<file path="src/hw/dfp_pkg.sv">
// Constants and types of the drive fault and protection supervisor
// Function
// - Pre-warning output goes on when overload accumulation passes curve times warning coefficient.
// - Warning coefficient is 50 to 100 percent, reset 80; larger warns later.
// - While decelerating, bus voltage above threshold holds the running frequency.
// - Deceleration resumes once bus voltage falls back below the threshold.
// - Overvoltage stall gain 0 to 100, reset 0; zero disables the stall.
// - Overvoltage threshold base is 290, 530, 620 or 880 V by class.
// - Ramping with current above 100 to 200 percent threshold holds frequency.
// - Ramp resumes once output current falls back below the threshold.
// - Overcurrent stall gain 0 to 100, reset 20; zero disables the stall.
// - Enabled by default, motor phases are briefly energised after power-on to check ground.
// - Auto-resets happen up to the set count 0 to 20, then fault stays.
// - During auto-reset the fault terminal stays off for 0, acts for 1.
// - Auto-reset waits 0.1 to 100.0 s after the fault, reset 1.0 s.
// - Units digit enables input phase loss, tens digit contactor protection; both default on.
// - Below the qualifying power rating neither input phase loss nor contactor protection acts.
// - Output phase-loss protection acts only when its enable is 1, the default.
// - Three latest fault codes 0 to 99 are kept; 0 means no fault.
// - Frequency, current and bus voltage are captured at the latest fault.
// - Inputs one to nine land in bits 0 to 8, input zero in bit 9.
// - Pulse output bit 0, contacts bits 1 and 2, switched outputs bits 3, 4.
// - Curve trips after one minute at 220 or an hour at 150 percent times gain.
package dfp_pkg;
  // ----------------------------------------
  // Timing
  // ----------------------------------------
  localparam int CLK_PERIOD_NS = 10;
  localparam int MS_NS         = 1000000;
  localparam int MS_CYCLES     = (MS_NS + CLK_PERIOD_NS - 1) / CLK_PERIOD_NS;
  localparam int GND_DELAY_MS  = 100;
  localparam int GND_PULSE_MS  = 10;
  localparam int RETRY_UNIT_MS = 100;
  // ----------------------------------------
  // Overload curve, current in 0.1 percent
  // ----------------------------------------
  localparam logic [15:0] OL_KNEE    = 16'h05d0;
  localparam logic [15:0] OL_HOT     = 16'h0898;
  localparam longint      OL_HOT_MS  = 60000;
  localparam logic [47:0] OL_LEVEL   = 48'(longint'(OL_HOT - OL_KNEE) * OL_HOT_MS);
  // ----------------------------------------
  // Register offsets
  // ----------------------------------------
  localparam logic [7:0] OFS_CFG0     = 8'h00;
  localparam logic [7:0] OFS_CFG1     = 8'h04;
  localparam logic [7:0] OFS_CFG2     = 8'h08;
  localparam logic [7:0] OFS_INTERVAL = 8'h0c;
  localparam logic [7:0] OFS_OL_GAIN  = 8'h10;
  localparam logic [7:0] OFS_CTRL     = 8'h14;
  localparam logic [7:0] OFS_STATUS   = 8'h18;
  localparam logic [7:0] OFS_FT_FIRST = 8'h20;
  localparam logic [7:0] OFS_FT_SECND = 8'h24;
  localparam logic [7:0] OFS_FT_LAST  = 8'h28;
  localparam logic [7:0] OFS_SNAP_FRQ = 8'h2c;
  localparam logic [7:0] OFS_SNAP_CUR = 8'h30;
  localparam logic [7:0] OFS_SNAP_BUS = 8'h34;
  localparam logic [7:0] OFS_SNAP_IN  = 8'h38;
  localparam logic [7:0] OFS_SNAP_OUT = 8'h3c;
  // ----------------------------------------
  // Reset values and ranges
  // ----------------------------------------
  localparam logic [15:0] RST_WARN_COEF = 16'h0050;
  localparam logic [15:0] WARN_MIN      = 16'h0032;
  localparam logic [15:0] WARN_MAX      = 16'h0064;
  localparam logic [15:0] RST_OV_GAIN   = 16'h0000;
  localparam logic [15:0] RST_OV_THR    = 16'h0082;
  localparam logic [15:0] OV_THR_MIN    = 16'h0078;
  localparam logic [15:0] OV_THR_MAX    = 16'h0096;
  localparam logic [15:0] RST_OC_GAIN   = 16'h0014;
  localparam logic [15:0] GAIN_MAX      = 16'h0064;
  localparam logic [15:0] RST_OC_THR    = 16'h0096;
  localparam logic [15:0] OC_THR_MIN    = 16'h0064;
  localparam logic [15:0] OC_THR_MAX    = 16'h00c8;
  localparam logic [15:0] RST_RETRIES   = 16'h0000;
  localparam logic [15:0] RETRIES_MAX   = 16'h0014;
  localparam logic [15:0] RST_PHASE_SEL = 16'h000b;
  localparam logic [15:0] PHASE_SEL_MAX = 16'h0063;
  localparam logic [15:0] RST_INTERVAL  = 16'h000a;
  localparam logic [15:0] INTERVAL_MIN  = 16'h0001;
  localparam logic [15:0] INTERVAL_MAX  = 16'h03e8;
  localparam logic [15:0] RST_OL_GAIN   = 16'h0064;
  localparam logic [15:0] OL_GAIN_MIN   = 16'h0014;
  localparam logic [15:0] OL_GAIN_MAX   = 16'h03e8;
  localparam logic [15:0] CODE_MAX      = 16'h0063;
  // ----------------------------------------
  // Bus voltage base per class, in volts
  // ----------------------------------------
  localparam logic [15:0] BASE_220 = 16'h0122;
  localparam logic [15:0] BASE_380 = 16'h0212;
  localparam logic [15:0] BASE_480 = 16'h026c;
  localparam logic [15:0] BASE_690 = 16'h0370;
  // ----------------------------------------
  // Internal fault codes
  // ----------------------------------------
  localparam logic [7:0] FC_OVERLOAD = 8'h0b;
  localparam logic [7:0] FC_IN_PHASE = 8'h0c;
  localparam logic [7:0] FC_OUT_PHAS = 8'h0d;
  localparam logic [7:0] FC_CONTACT  = 8'h0e;
  typedef enum logic [1:0] {ST_IDLE, ST_WAIT, ST_LOCKED} dfp_state_t;
endpackage

</file>
<file path="src/hw/dfp_top.sv">
// Fault and protection supervisor with APB register access
`timescale 1ns/100ps
module dfp_top #(
  parameter int MS_CYCLES = dfp_pkg::MS_CYCLES
) (
  // Clock and reset
  input  wire logic        REF_CLK_I,
  input  wire logic        RESET_N_I,
  // APB slave
  input  wire logic        PSEL_I,
  input  wire logic        PENABLE_I,
  input  wire logic        PWRITE_I,
  input  wire logic [7:0]  PADDR_I,
  input  wire logic [31:0] PWDATA_I,
  output logic      [31:0] PRDATA_O,
  output logic             PREADY_O,
  output logic             PSLVERR_O,
  // Drive measurements and ramp state
  input  wire logic [15:0] OUT_FREQ_I,
  input  wire logic [15:0] OUT_CURRENT_I,
  input  wire logic [15:0] BUS_VOLTAGE_I,
  input  wire logic        ACCEL_I,
  input  wire logic        DECEL_I,
  // Fault sources
  input  wire logic        FAULT_EVENT_I,
  input  wire logic [7:0]  FAULT_CODE_I,
  input  wire logic        INPUT_PHASE_LOSS_I,
  input  wire logic        CONTACTOR_FAULT_I,
  input  wire logic        OUTPUT_PHASE_LOSS_I,
  // Terminals
  input  wire logic [9:0]  LOGIC_INPUT_TERMINAL_I,
  input  wire logic [4:0]  OUT_TERMINALS_I,
  // Model straps
  input  wire logic [2:0]  VOLTAGE_CLASS_I,
  input  wire logic        POWER_QUALIFIED_I,
  // Protection outputs
  output logic             OVERLOAD_WARN_O,
  output logic             RAMP_HOLD_O,
  output logic             MOTOR_PHASE_OUTPUTS_EN_O,
  output logic             FAULT_ACTIVE_O,
  output logic             FAULT_TERMINAL_O,
  output logic             FAULT_RESET_O
);
  // ----------------------------------------
  // Declarations
  // ----------------------------------------
  logic [15:0]        warn_coef_q, ov_gain_q, ov_thr_q, oc_gain_q, oc_thr_q;
  logic [15:0]        retries_q, phase_sel_q, interval_q, ol_gain_q;
  logic               act_on_reset_q, gnd_en_q, out_phase_en_q;
  logic [9:0]         din_meta_q, din_sync_q;
  logic [2:0]         vclass_q;
  logic               qualified_q, strap_done_q;
  logic [31:0]        ms_cnt_q;
  logic               ms_tick;
  logic [47:0]        ol_acc_q;
  logic [47:0]        ol_level;
  logic signed [31:0] ol_rate;
  logic               ol_trip, ol_warn_q;
  logic [15:0]        ov_base;
  logic               ov_hold_q, oc_hold_q;
  logic [15:0]        gnd_ms_q;
  logic               gnd_on_q;
  dfp_pkg::dfp_state_t state_q;
  logic [4:0]         reset_cnt_q;
  logic [16:0]        wait_ms_q;
  logic               reset_pulse_q;
  logic [7:0]         ft_first_q, ft_second_q, ft_last_q;
  logic [15:0]        snap_frq_q, snap_cur_q, snap_bus_q;
  logic [9:0]         snap_in_q;
  logic [4:0]         snap_out_q;
  logic               fault_new, in_phase_on, contact_on;
  logic [7:0]         fault_code;
  logic               wr_en, clr_req;
  logic [31:0]        rdata_d;
  logic               rd_err;

  function automatic logic [15:0] clip(input logic [15:0] v, input logic [15:0] lo, input logic [15:0] hi);
    clip = (v < lo) ? lo : ((v > hi) ? hi : v);
  endfunction

  // ----------------------------------------
  // Register writes
  // ----------------------------------------
  assign wr_en   = PSEL_I & PENABLE_I & PWRITE_I;
  assign clr_req = wr_en & (PADDR_I == dfp_pkg::OFS_CTRL) & PWDATA_I[0];

  always_ff @(posedge REF_CLK_I or negedge RESET_N_I) begin
    if (!RESET_N_I) begin
      warn_coef_q    <= dfp_pkg::RST_WARN_COEF;
      ov_gain_q      <= dfp_pkg::RST_OV_GAIN;
      ov_thr_q       <= dfp_pkg::RST_OV_THR;
      oc_gain_q      <= dfp_pkg::RST_OC_GAIN;
      oc_thr_q       <= dfp_pkg::RST_OC_THR;
      retries_q      <= dfp_pkg::RST_RETRIES;
      phase_sel_q    <= dfp_pkg::RST_PHASE_SEL;
      interval_q     <= dfp_pkg::RST_INTERVAL;
      ol_gain_q      <= dfp_pkg::RST_OL_GAIN;
      act_on_reset_q <= 1'b0;
      gnd_en_q       <= 1'b1;
      out_phase_en_q <= 1'b1;
    end else if (wr_en) begin
      unique case (PADDR_I)
        dfp_pkg::OFS_CFG0: begin
          warn_coef_q <= clip({9'h000, PWDATA_I[6:0]}, dfp_pkg::WARN_MIN, dfp_pkg::WARN_MAX);
          ov_gain_q   <= clip({8'h00, PWDATA_I[15:8]}, 16'h0000, dfp_pkg::GAIN_MAX);
          ov_thr_q    <= clip({8'h00, PWDATA_I[23:16]}, dfp_pkg::OV_THR_MIN, dfp_pkg::OV_THR_MAX);
        end
        dfp_pkg::OFS_CFG1: begin
          oc_gain_q <= clip({8'h00, PWDATA_I[7:0]}, 16'h0000, dfp_pkg::GAIN_MAX);
          oc_thr_q  <= clip({8'h00, PWDATA_I[15:8]}, dfp_pkg::OC_THR_MIN, dfp_pkg::OC_THR_MAX);
        end
        dfp_pkg::OFS_CFG2: begin
          retries_q      <= clip({11'h000, PWDATA_I[4:0]}, 16'h0000, dfp_pkg::RETRIES_MAX);
          act_on_reset_q <= PWDATA_I[8];
          gnd_en_q       <= PWDATA_I[9];
          out_phase_en_q <= PWDATA_I[10];
          phase_sel_q    <= clip({8'h00, PWDATA_I[23:16]}, 16'h0000, dfp_pkg::PHASE_SEL_MAX);
        end
        dfp_pkg::OFS_INTERVAL: begin
          interval_q <= clip(PWDATA_I[15:0], dfp_pkg::INTERVAL_MIN, dfp_pkg::INTERVAL_MAX);
        end
        dfp_pkg::OFS_OL_GAIN: begin
          ol_gain_q <= clip(PWDATA_I[15:0], dfp_pkg::OL_GAIN_MIN, dfp_pkg::OL_GAIN_MAX);
        end
        default: begin
        end
      endcase
    end
  end

  // ----------------------------------------
  // Input sync and straps
  // ----------------------------------------
  always_ff @(posedge REF_CLK_I or negedge RESET_N_I) begin
    if (!RESET_N_I) begin
      din_meta_q <= 10'h000;
      din_sync_q <= 10'h000;
    end else begin
      din_meta_q <= LOGIC_INPUT_TERMINAL_I;
      din_sync_q <= din_meta_q;
    end
  end

  always_ff @(posedge REF_CLK_I or negedge RESET_N_I) begin
    if (!RESET_N_I) begin
      vclass_q     <= 3'h0;
      qualified_q  <= 1'b0;
      strap_done_q <= 1'b0;
    end else if (!strap_done_q) begin
      vclass_q     <= VOLTAGE_CLASS_I;
      qualified_q  <= POWER_QUALIFIED_I;
      strap_done_q <= 1'b1;
    end
  end

  // ----------------------------------------
  // Millisecond tick
  // ----------------------------------------
  assign ms_tick = (ms_cnt_q == 32'(MS_CYCLES - 1));

  always_ff @(posedge REF_CLK_I or negedge RESET_N_I) begin
    if (!RESET_N_I) begin
      ms_cnt_q <= 32'h0000_0000;
    end else begin
      ms_cnt_q <= ms_tick ? 32'h0000_0000 : ms_cnt_q + 32'h0000_0001;
    end
  end

  // ----------------------------------------
  // Overload inverse-time accumulator
  // ----------------------------------------
  assign ol_rate  = $signed({16'h0000, OUT_CURRENT_I}) * 32'sd100
                  - $signed({16'h0000, dfp_pkg::OL_KNEE}) * $signed({16'h0000, ol_gain_q});
  assign ol_level = 48'(dfp_pkg::OL_LEVEL * ol_gain_q);
  assign ol_trip  = (ol_acc_q >= ol_level);

  always_ff @(posedge REF_CLK_I or negedge RESET_N_I) begin
    if (!RESET_N_I) begin
      ol_acc_q <= 48'h0000_0000_0000;
    end else if (ms_tick) begin
      if (ol_rate >= 0) begin
        ol_acc_q <= ol_trip ? ol_acc_q : ol_acc_q + 48'(ol_rate);
      end else begin
        ol_acc_q <= (ol_acc_q > 48'(-ol_rate)) ? ol_acc_q - 48'(-ol_rate) : 48'h0000_0000_0000;
      end
    end
  end

  always_ff @(posedge REF_CLK_I or negedge RESET_N_I) begin
    if (!RESET_N_I) begin
      ol_warn_q <= 1'b0;
    end else begin
      ol_warn_q <= (56'(ol_acc_q) * 56'd100) > (56'(ol_level) * 56'(warn_coef_q));
    end
  end

  // ----------------------------------------
  // Stall suppression
  // ----------------------------------------
  always_comb begin
    unique case (vclass_q)
      3'h2:    ov_base = dfp_pkg::BASE_380;
      3'h3:    ov_base = dfp_pkg::BASE_480;
      3'h4:    ov_base = dfp_pkg::BASE_690;
      default: ov_base = dfp_pkg::BASE_220;
    endcase
  end

  always_ff @(posedge REF_CLK_I or negedge RESET_N_I) begin
    if (!RESET_N_I) begin
      ov_hold_q <= 1'b0;
      oc_hold_q <= 1'b0;
    end else begin
      ov_hold_q <= (ov_gain_q != 16'h0000) & DECEL_I
                 & ((32'(BUS_VOLTAGE_I) * 32'd100) > (32'(ov_base) * 32'(ov_thr_q)));
      oc_hold_q <= (oc_gain_q != 16'h0000) & (ACCEL_I | DECEL_I)
                 & (32'(OUT_CURRENT_I) > (32'(oc_thr_q) * 32'd10));
    end
  end

  // ----------------------------------------
  // Power-on ground check
  // ----------------------------------------
  always_ff @(posedge REF_CLK_I or negedge RESET_N_I) begin
    if (!RESET_N_I) begin
      gnd_ms_q <= 16'h0000;
      gnd_on_q <= 1'b0;
    end else if (ms_tick && gnd_ms_q != 16'(dfp_pkg::GND_DELAY_MS + dfp_pkg::GND_PULSE_MS)) begin
      gnd_ms_q <= gnd_ms_q + 16'h0001;
      gnd_on_q <= gnd_en_q & (gnd_ms_q >= 16'(dfp_pkg::GND_DELAY_MS - 1))
                & (gnd_ms_q < 16'(dfp_pkg::GND_DELAY_MS + dfp_pkg::GND_PULSE_MS - 1));
    end
  end

  // ----------------------------------------
  // Fault detection
  // ----------------------------------------
  assign in_phase_on = qualified_q & (phase_sel_q % 16'd10 != 16'h0000);
  assign contact_on  = qualified_q & (phase_sel_q / 16'd10 != 16'h0000);

  always_comb begin
    fault_new  = 1'b1;
    fault_code = 8'h00;
    if (FAULT_EVENT_I && FAULT_CODE_I != 8'h00) begin
      fault_code = 8'(clip({8'h00, FAULT_CODE_I}, 16'h0001, dfp_pkg::CODE_MAX));
    end else if (ol_trip) begin
      fault_code = dfp_pkg::FC_OVERLOAD;
    end else if (INPUT_PHASE_LOSS_I && in_phase_on) begin
      fault_code = dfp_pkg::FC_IN_PHASE;
    end else if (CONTACTOR_FAULT_I && contact_on) begin
      fault_code = dfp_pkg::FC_CONTACT;
    end else if (OUTPUT_PHASE_LOSS_I && out_phase_en_q) begin
      fault_code = dfp_pkg::FC_OUT_PHAS;
    end else begin
      fault_new = 1'b0;
    end
    fault_new = fault_new & (state_q == dfp_pkg::ST_IDLE);
  end

  // ----------------------------------------
  // Fault state and auto-reset
  // ----------------------------------------
  always_ff @(posedge REF_CLK_I or negedge RESET_N_I) begin
    if (!RESET_N_I) begin
      state_q       <= dfp_pkg::ST_IDLE;
      reset_cnt_q   <= 5'h00;
      wait_ms_q     <= 17'h00000;
      reset_pulse_q <= 1'b0;
    end else begin
      reset_pulse_q <= 1'b0;
      wait_ms_q     <= 17'h00000;
      unique case (state_q)
        dfp_pkg::ST_IDLE: begin
          if (fault_new) begin
            state_q <= (16'(reset_cnt_q) < retries_q) ? dfp_pkg::ST_WAIT : dfp_pkg::ST_LOCKED;
          end else if (clr_req) begin
            reset_cnt_q <= 5'h00;
          end
        end
        dfp_pkg::ST_WAIT: begin
          wait_ms_q <= wait_ms_q + (ms_tick ? 17'h00001 : 17'h00000);
          if (clr_req) begin
            state_q       <= dfp_pkg::ST_IDLE;
            reset_cnt_q   <= 5'h00;
            reset_pulse_q <= 1'b1;
          end else if (ms_tick && wait_ms_q == 17'(32'(interval_q) * dfp_pkg::RETRY_UNIT_MS - 1)) begin
            state_q       <= dfp_pkg::ST_IDLE;
            reset_cnt_q   <= reset_cnt_q + 5'h01;
            reset_pulse_q <= 1'b1;
          end
        end
        dfp_pkg::ST_LOCKED: begin
          if (clr_req) begin
            state_q       <= dfp_pkg::ST_IDLE;
            reset_cnt_q   <= 5'h00;
            reset_pulse_q <= 1'b1;
          end
        end
      endcase
    end
  end

  // ----------------------------------------
  // Fault history and snapshots
  // ----------------------------------------
  always_ff @(posedge REF_CLK_I or negedge RESET_N_I) begin
    if (!RESET_N_I) begin
      ft_first_q  <= 8'h00;
      ft_second_q <= 8'h00;
      ft_last_q   <= 8'h00;
      snap_frq_q  <= 16'h0000;
      snap_cur_q  <= 16'h0000;
      snap_bus_q  <= 16'h0000;
      snap_in_q   <= 10'h000;
      snap_out_q  <= 5'h00;
    end else if (fault_new) begin
      ft_first_q  <= ft_second_q;
      ft_second_q <= ft_last_q;
      ft_last_q   <= fault_code;
      snap_frq_q  <= OUT_FREQ_I;
      snap_cur_q  <= OUT_CURRENT_I;
      snap_bus_q  <= BUS_VOLTAGE_I;
      snap_in_q   <= {din_sync_q[0], din_sync_q[9:1]};
      snap_out_q  <= OUT_TERMINALS_I;
    end
  end

  // ----------------------------------------
  // Register reads
  // ----------------------------------------
  always_comb begin
    rdata_d = 32'h0000_0000;
    rd_err  = 1'b0;
    unique case (PADDR_I)
      dfp_pkg::OFS_CFG0:     rdata_d = {8'h00, ov_thr_q[7:0], ov_gain_q[7:0], warn_coef_q[7:0]};
      dfp_pkg::OFS_CFG1:     rdata_d = {16'h0000, oc_thr_q[7:0], oc_gain_q[7:0]};
      dfp_pkg::OFS_CFG2:     rdata_d = {8'h00, phase_sel_q[7:0], 5'h00, out_phase_en_q, gnd_en_q,
                                        act_on_reset_q, 3'h0, retries_q[4:0]};
      dfp_pkg::OFS_INTERVAL: rdata_d = {16'h0000, interval_q};
      dfp_pkg::OFS_OL_GAIN:  rdata_d = {16'h0000, ol_gain_q};
      dfp_pkg::OFS_CTRL:     rdata_d = 32'h0000_0000;
      dfp_pkg::OFS_STATUS:   rdata_d = {19'h00000, reset_cnt_q, 2'(state_q), ov_hold_q, oc_hold_q,
                                        ol_warn_q, ol_trip, gnd_on_q, qualified_q};
      dfp_pkg::OFS_FT_FIRST: rdata_d = {24'h000000, ft_first_q};
      dfp_pkg::OFS_FT_SECND: rdata_d = {24'h000000, ft_second_q};
      dfp_pkg::OFS_FT_LAST:  rdata_d = {24'h000000, ft_last_q};
      dfp_pkg::OFS_SNAP_FRQ: rdata_d = {16'h0000, snap_frq_q};
      dfp_pkg::OFS_SNAP_CUR: rdata_d = {16'h0000, snap_cur_q};
      dfp_pkg::OFS_SNAP_BUS: rdata_d = {16'h0000, snap_bus_q};
      dfp_pkg::OFS_SNAP_IN:  rdata_d = {22'h000000, snap_in_q};
      dfp_pkg::OFS_SNAP_OUT: rdata_d = {27'h0000000, snap_out_q};
      default:               rd_err  = 1'b1;
    endcase
  end

  always_ff @(posedge REF_CLK_I or negedge RESET_N_I) begin
    if (!RESET_N_I) begin
      PRDATA_O <= 32'h0000_0000;
    end else if (PSEL_I && !PENABLE_I && !PWRITE_I) begin
      PRDATA_O <= rdata_d;
    end
  end

  // ----------------------------------------
  // Outputs
  // ----------------------------------------
  assign PREADY_O                 = PSEL_I & PENABLE_I;
  assign PSLVERR_O                = PSEL_I & PENABLE_I & rd_err;
  assign OVERLOAD_WARN_O          = ol_warn_q;
  assign RAMP_HOLD_O              = ov_hold_q | oc_hold_q;
  assign MOTOR_PHASE_OUTPUTS_EN_O = gnd_on_q;
  assign FAULT_ACTIVE_O           = (state_q != dfp_pkg::ST_IDLE);
  assign FAULT_TERMINAL_O         = (state_q == dfp_pkg::ST_LOCKED)
                                  | ((state_q == dfp_pkg::ST_WAIT) & act_on_reset_q);
  assign FAULT_RESET_O            = reset_pulse_q;
endmodule // dfp_top

</file>
<file path="config.mk">
export PLATFORM = sky130hd
export DESIGN_NAME = dfp_top
export DESIGN_NICKNAME = d
export VERILOG_FILES = /design/src/hw/dfp_pkg.sv /design/src/hw/dfp_top.sv
export SDC_FILE = /design/constraint.sdc
export NUM_CORES = 2
export LEC_CHECK = 0
export ABC_AREA = 1
export BUFFER_PORTS_ARGS = -buffer_cell sky130_fd_sc_hd__buf_2
export CORE_ASPECT_RATIO = 0.75
export CORE_UTILIZATION = 59
export CTS_CLUSTER_DIAMETER = 120
export CTS_CLUSTER_SIZE = 16
export DETAILED_ROUTE_END_ITERATION = 7
export HOLD_SLACK_MARGIN = 0.03
export PLACE_DENSITY = 0.79
export SYNTH_ARGS = -nofsm -noshare
export SYNTH_HDL_FRONTEND = slang
export SYNTH_SLANG_ARGS = --single-unit
</file>
<file path="constraint.sdc">
create_clock -name REF_CLK_I -period 11.9 [get_ports REF_CLK_I]
set_clock_uncertainty 0.15 [all_clocks]
set_input_delay 1.19 -clock REF_CLK_I [delete_from_list [all_inputs] [get_ports REF_CLK_I]]
set_output_delay 1.19 -clock REF_CLK_I [all_outputs]
set_load 0.03 [all_outputs]
</file>
==> metrics.md <==
| Metric | Value |
|---|---|
| Maximum clock path buffer count | `3` |
| Hold slack | `0.200 ns` |
| Final cell count without fillers | `~8400` |
| Final instance area | `around 60000 um^2` |
| RSZ-0062 raised after global routing | `yes` |
| Vias in the first global route | `between 40000 and 50000` |
| Final clock period utilization by the worst path | `1.04` |
| Nets | `between 8000 and 9000` |
| Post-Place Worst Slack | `-1.22 ns` |
| Initial antenna violation count | `11` |
| Post-synthesis sequential element count | `346` |
| Final slew viol count | `0` |
| Status | `finished, violations left` |
| Slew @ Worst Pin | `between 1 and 1.5 ns` |
| Startpoint type of the worst setup path | `register` |
| Initial DRC count | `around 4800` |
| Drt via density | `about 5.6` |
| Final worst path period need | `~12 ns` |
| Worst Hold Class | `register to register` |
| Hold_buf cts | `0` |
| I/O pins | `approximately 170` |
| Register Area | `approximately 8700 um^2` |
| Initial Utilization | `0.596` |
| Core area | `~88000 um^2` |
| Drt pass-1 iters | `8` |
| Post-synthesis cell area | `52300 um^2` |
| Final setup vio count | `1` |
| Overflow after GRT | `0` |
| Synth async-reset ratio | `1.00` |
| DP Cell Count | `~8300` |
| GRT Overall Usage | `0.339` |
| First-pass GRT wire length | `~240000 um` |
| CP peak stage delay | `~0.56 ns` |
| TritonCTS clock tree | `built` |
| Most frequent CP cell | `fa_1` |
| Port buffer count | `149` |
| Clock Sinks | `approximately 350` |
| WP buf/inv | `13` |
| Fin worst setup slack | `-0.447 ns` |
| CP arrival | `about 13 ns` |
| Critical path required time | `about 12 ns` |
| Critical path endpoint category | `register` |
| Largest net degree at the start of global routing | `95` |
| Top_reg_cell synth | `dfrtp_1` |
| Post-synthesis cell count | `~6800` |
| WL final | `between 150000 and 200000 um` |
| Layout cells sized above 1 | `0.106` |
| Slew margin rel. | `0.261` |
| Commonest non-fill, non-tap cell in the layout | `inv_1` |
| WL/cell | `roughly 18 um` |
| # DRC | `0` |
| Yosys cell types | `68` |
| Sequential share of the synthesized area | `0.166` |
| Area grow syn2layout | `11.6%` |
| CP Max Fanout | `4` |
| Post-DRT Antenna Nets | `0` |
| CP top delay family | `adder cells` |
| Die X | `approximately 350 um` |
| Clock root buffer | `clkbuf_16` |
| Most frequent cells in the layout | `inv_1 (1513), nand2_1 (1099), ha_1 (874), nor2_1 (484), a21oi_1 (414)` |
| Max-Cap Viols | `0` |
| Final hold vios | `0` |
| CTS Buf Count | `25` |
| Syn avg cell area | `~7.7 um^2` |
| Vias post-DR | `about 47000` |
| Crit path max-delay cell type | `fa_1` |
| Failing checks | `setup timing` |
| Footprint of the multi-input gates | `around 38000 um^2` |
| Die Area | `89800 um^2` |
| Crit path kind | `register to register` |
| Die Ht | `about 260 um` |
| Worst-path clk slew | `0.10 ns` |
| DPL Wire Length | `between 100000 and 150000 um` |
| GPL Wtd Cong | `1.02` |
| Worst skew pair latency | `0.61 ns` |
| Area post-placement | `56300 um^2` |
| H-tree Lvls | `1` |
| Post-synth EDFFs | `0` |
| FILL cells | `~7400` |
| Num rows | `94` |
| Yosys warns | `0` |
| Fmax | `a little over 80 MHz` |
[layout make-up]
type | count | share of cell area
diodes | 8 | 0.000343
clock inverters | 2 | 0.000279
multi-input cells | 4785 | 0.655
inverters | 1556 | 0.100
clock buffers | 42 | 0.0118
repair buffers | 503 | 0.0589
flip-flops and latches | 346 | 0.149
well taps | 1152 | 0.0247
[kinds of logic after synthesis]
family / count (synthesis) / share of synthesized area
other cells: 2 / 0.000144
xor+xnor: 327 / 0.0548
buf+inv: 1659 / 0.121
mux: 3 / 0.000622
fa+ha+maj: 1319 / 0.375
flops: 346 / 0.166
simple gates: 1981 / 0.157
compound gates: 1143 / 0.125
[stage by stage]
step,TNS (ns),util
detailed placement,-1.22,0.642
CTS,-0.232,0.658
finish,-0.447,0.665
floorplan,0,-
global placement,-0.773,0.642
global route,-0.853,0.664
[layer usage]
metal / up-vias / track usage / part of all wire
li1: 22491 / - / -
met1: 22484 / 0.512 / 0.46
met4: 12 / 0.0762 / 0.024
met2: 1955 / 0.492 / 0.41
met5: - / 0 / 0.00052
met3: 265 / 0.0726 / 0.11
[worst paths after layout]
| path | from | to | slack, ns | cells past startpoint |
|---|---|---|---|---|
| setup / recovery | ol_gain_q[4] | OVERLOAD_WARN_O | -0.45 | 59 |
| hold / removal | din_meta_q[9] | din_sync_q[9] | 0.20 | 0 |
| setup reg to reg | ol_gain_q[4] | OVERLOAD_WARN_O | -0.45 | 59 |
| hold reg to reg | din_meta_q[9] | din_sync_q[9] | 0.20 | 0 |
| max in group asynchronous | RESET_N_I | din_sync_q[3] | 8.90 | 3 |
| min in group asynchronous | RESET_N_I | gnd_ms_q[10] | 0.41 | 1 |
[Yosys cell counts, types with 8 or more instances]
cell type	instances	area, um^2
inv_1	1530	5740
nand2_1	1116	4190
ha_1	904	11300
nor2_1	492	1850
a21oi_1	433	2170
fa_1	415	8310
dfrtp_1	326	8160
o21ai_0	304	1520
xor2_1	197	1730
nand3_1	151	756
xnor2_1	130	1140
clkbuf_1	72	270
o21ai_1	70	350
nor3_1	66	330
a31oi_1	61	382
o22ai_1	60	375
nand4_1	58	363
o21bai_1	32	240
nor4_1	31	194
o211ai_1	24	180
a21o_1	21	158
a221oi_1	21	184
dfstp_2	20	526
o21a_1	20	150
or2_2	20	125
a211oi_1	19	143
a21boi_0	17	128
inv_2	14	52.6
buf_2	12	60.1
clkinv_1	12	45.0
o31ai_1	12	90.1
nand2_2	10	62.6
buf_4	9	67.6
o2111ai_1	9	78.8
nand3b_1	8	60.1
[flip-flops by register name, indices dropped and copies added, names as in the netlist, 10 cells and up]
name        flops
PRDATA_O       24
din_meta_q     10
din_sync_q     10
gnd_ms_q       16
interval_q     16
ms_cnt_q       32
ol_acc_q       46
ol_gain_q      16
snap_bus_q     16
snap_cur_q     16
snap_frq_q     16
snap_in_q      10
wait_ms_q      17
[timing repair]
item,CTS,global route
setup endpoints to repair,1,1
buffers inserted,33,25
pin swaps,64,91
resized for setup,81,88
Power is left out: the tool's default activity adds up to more than one toggle a clock period on the data nets, which glitch-free logic cannot reach.
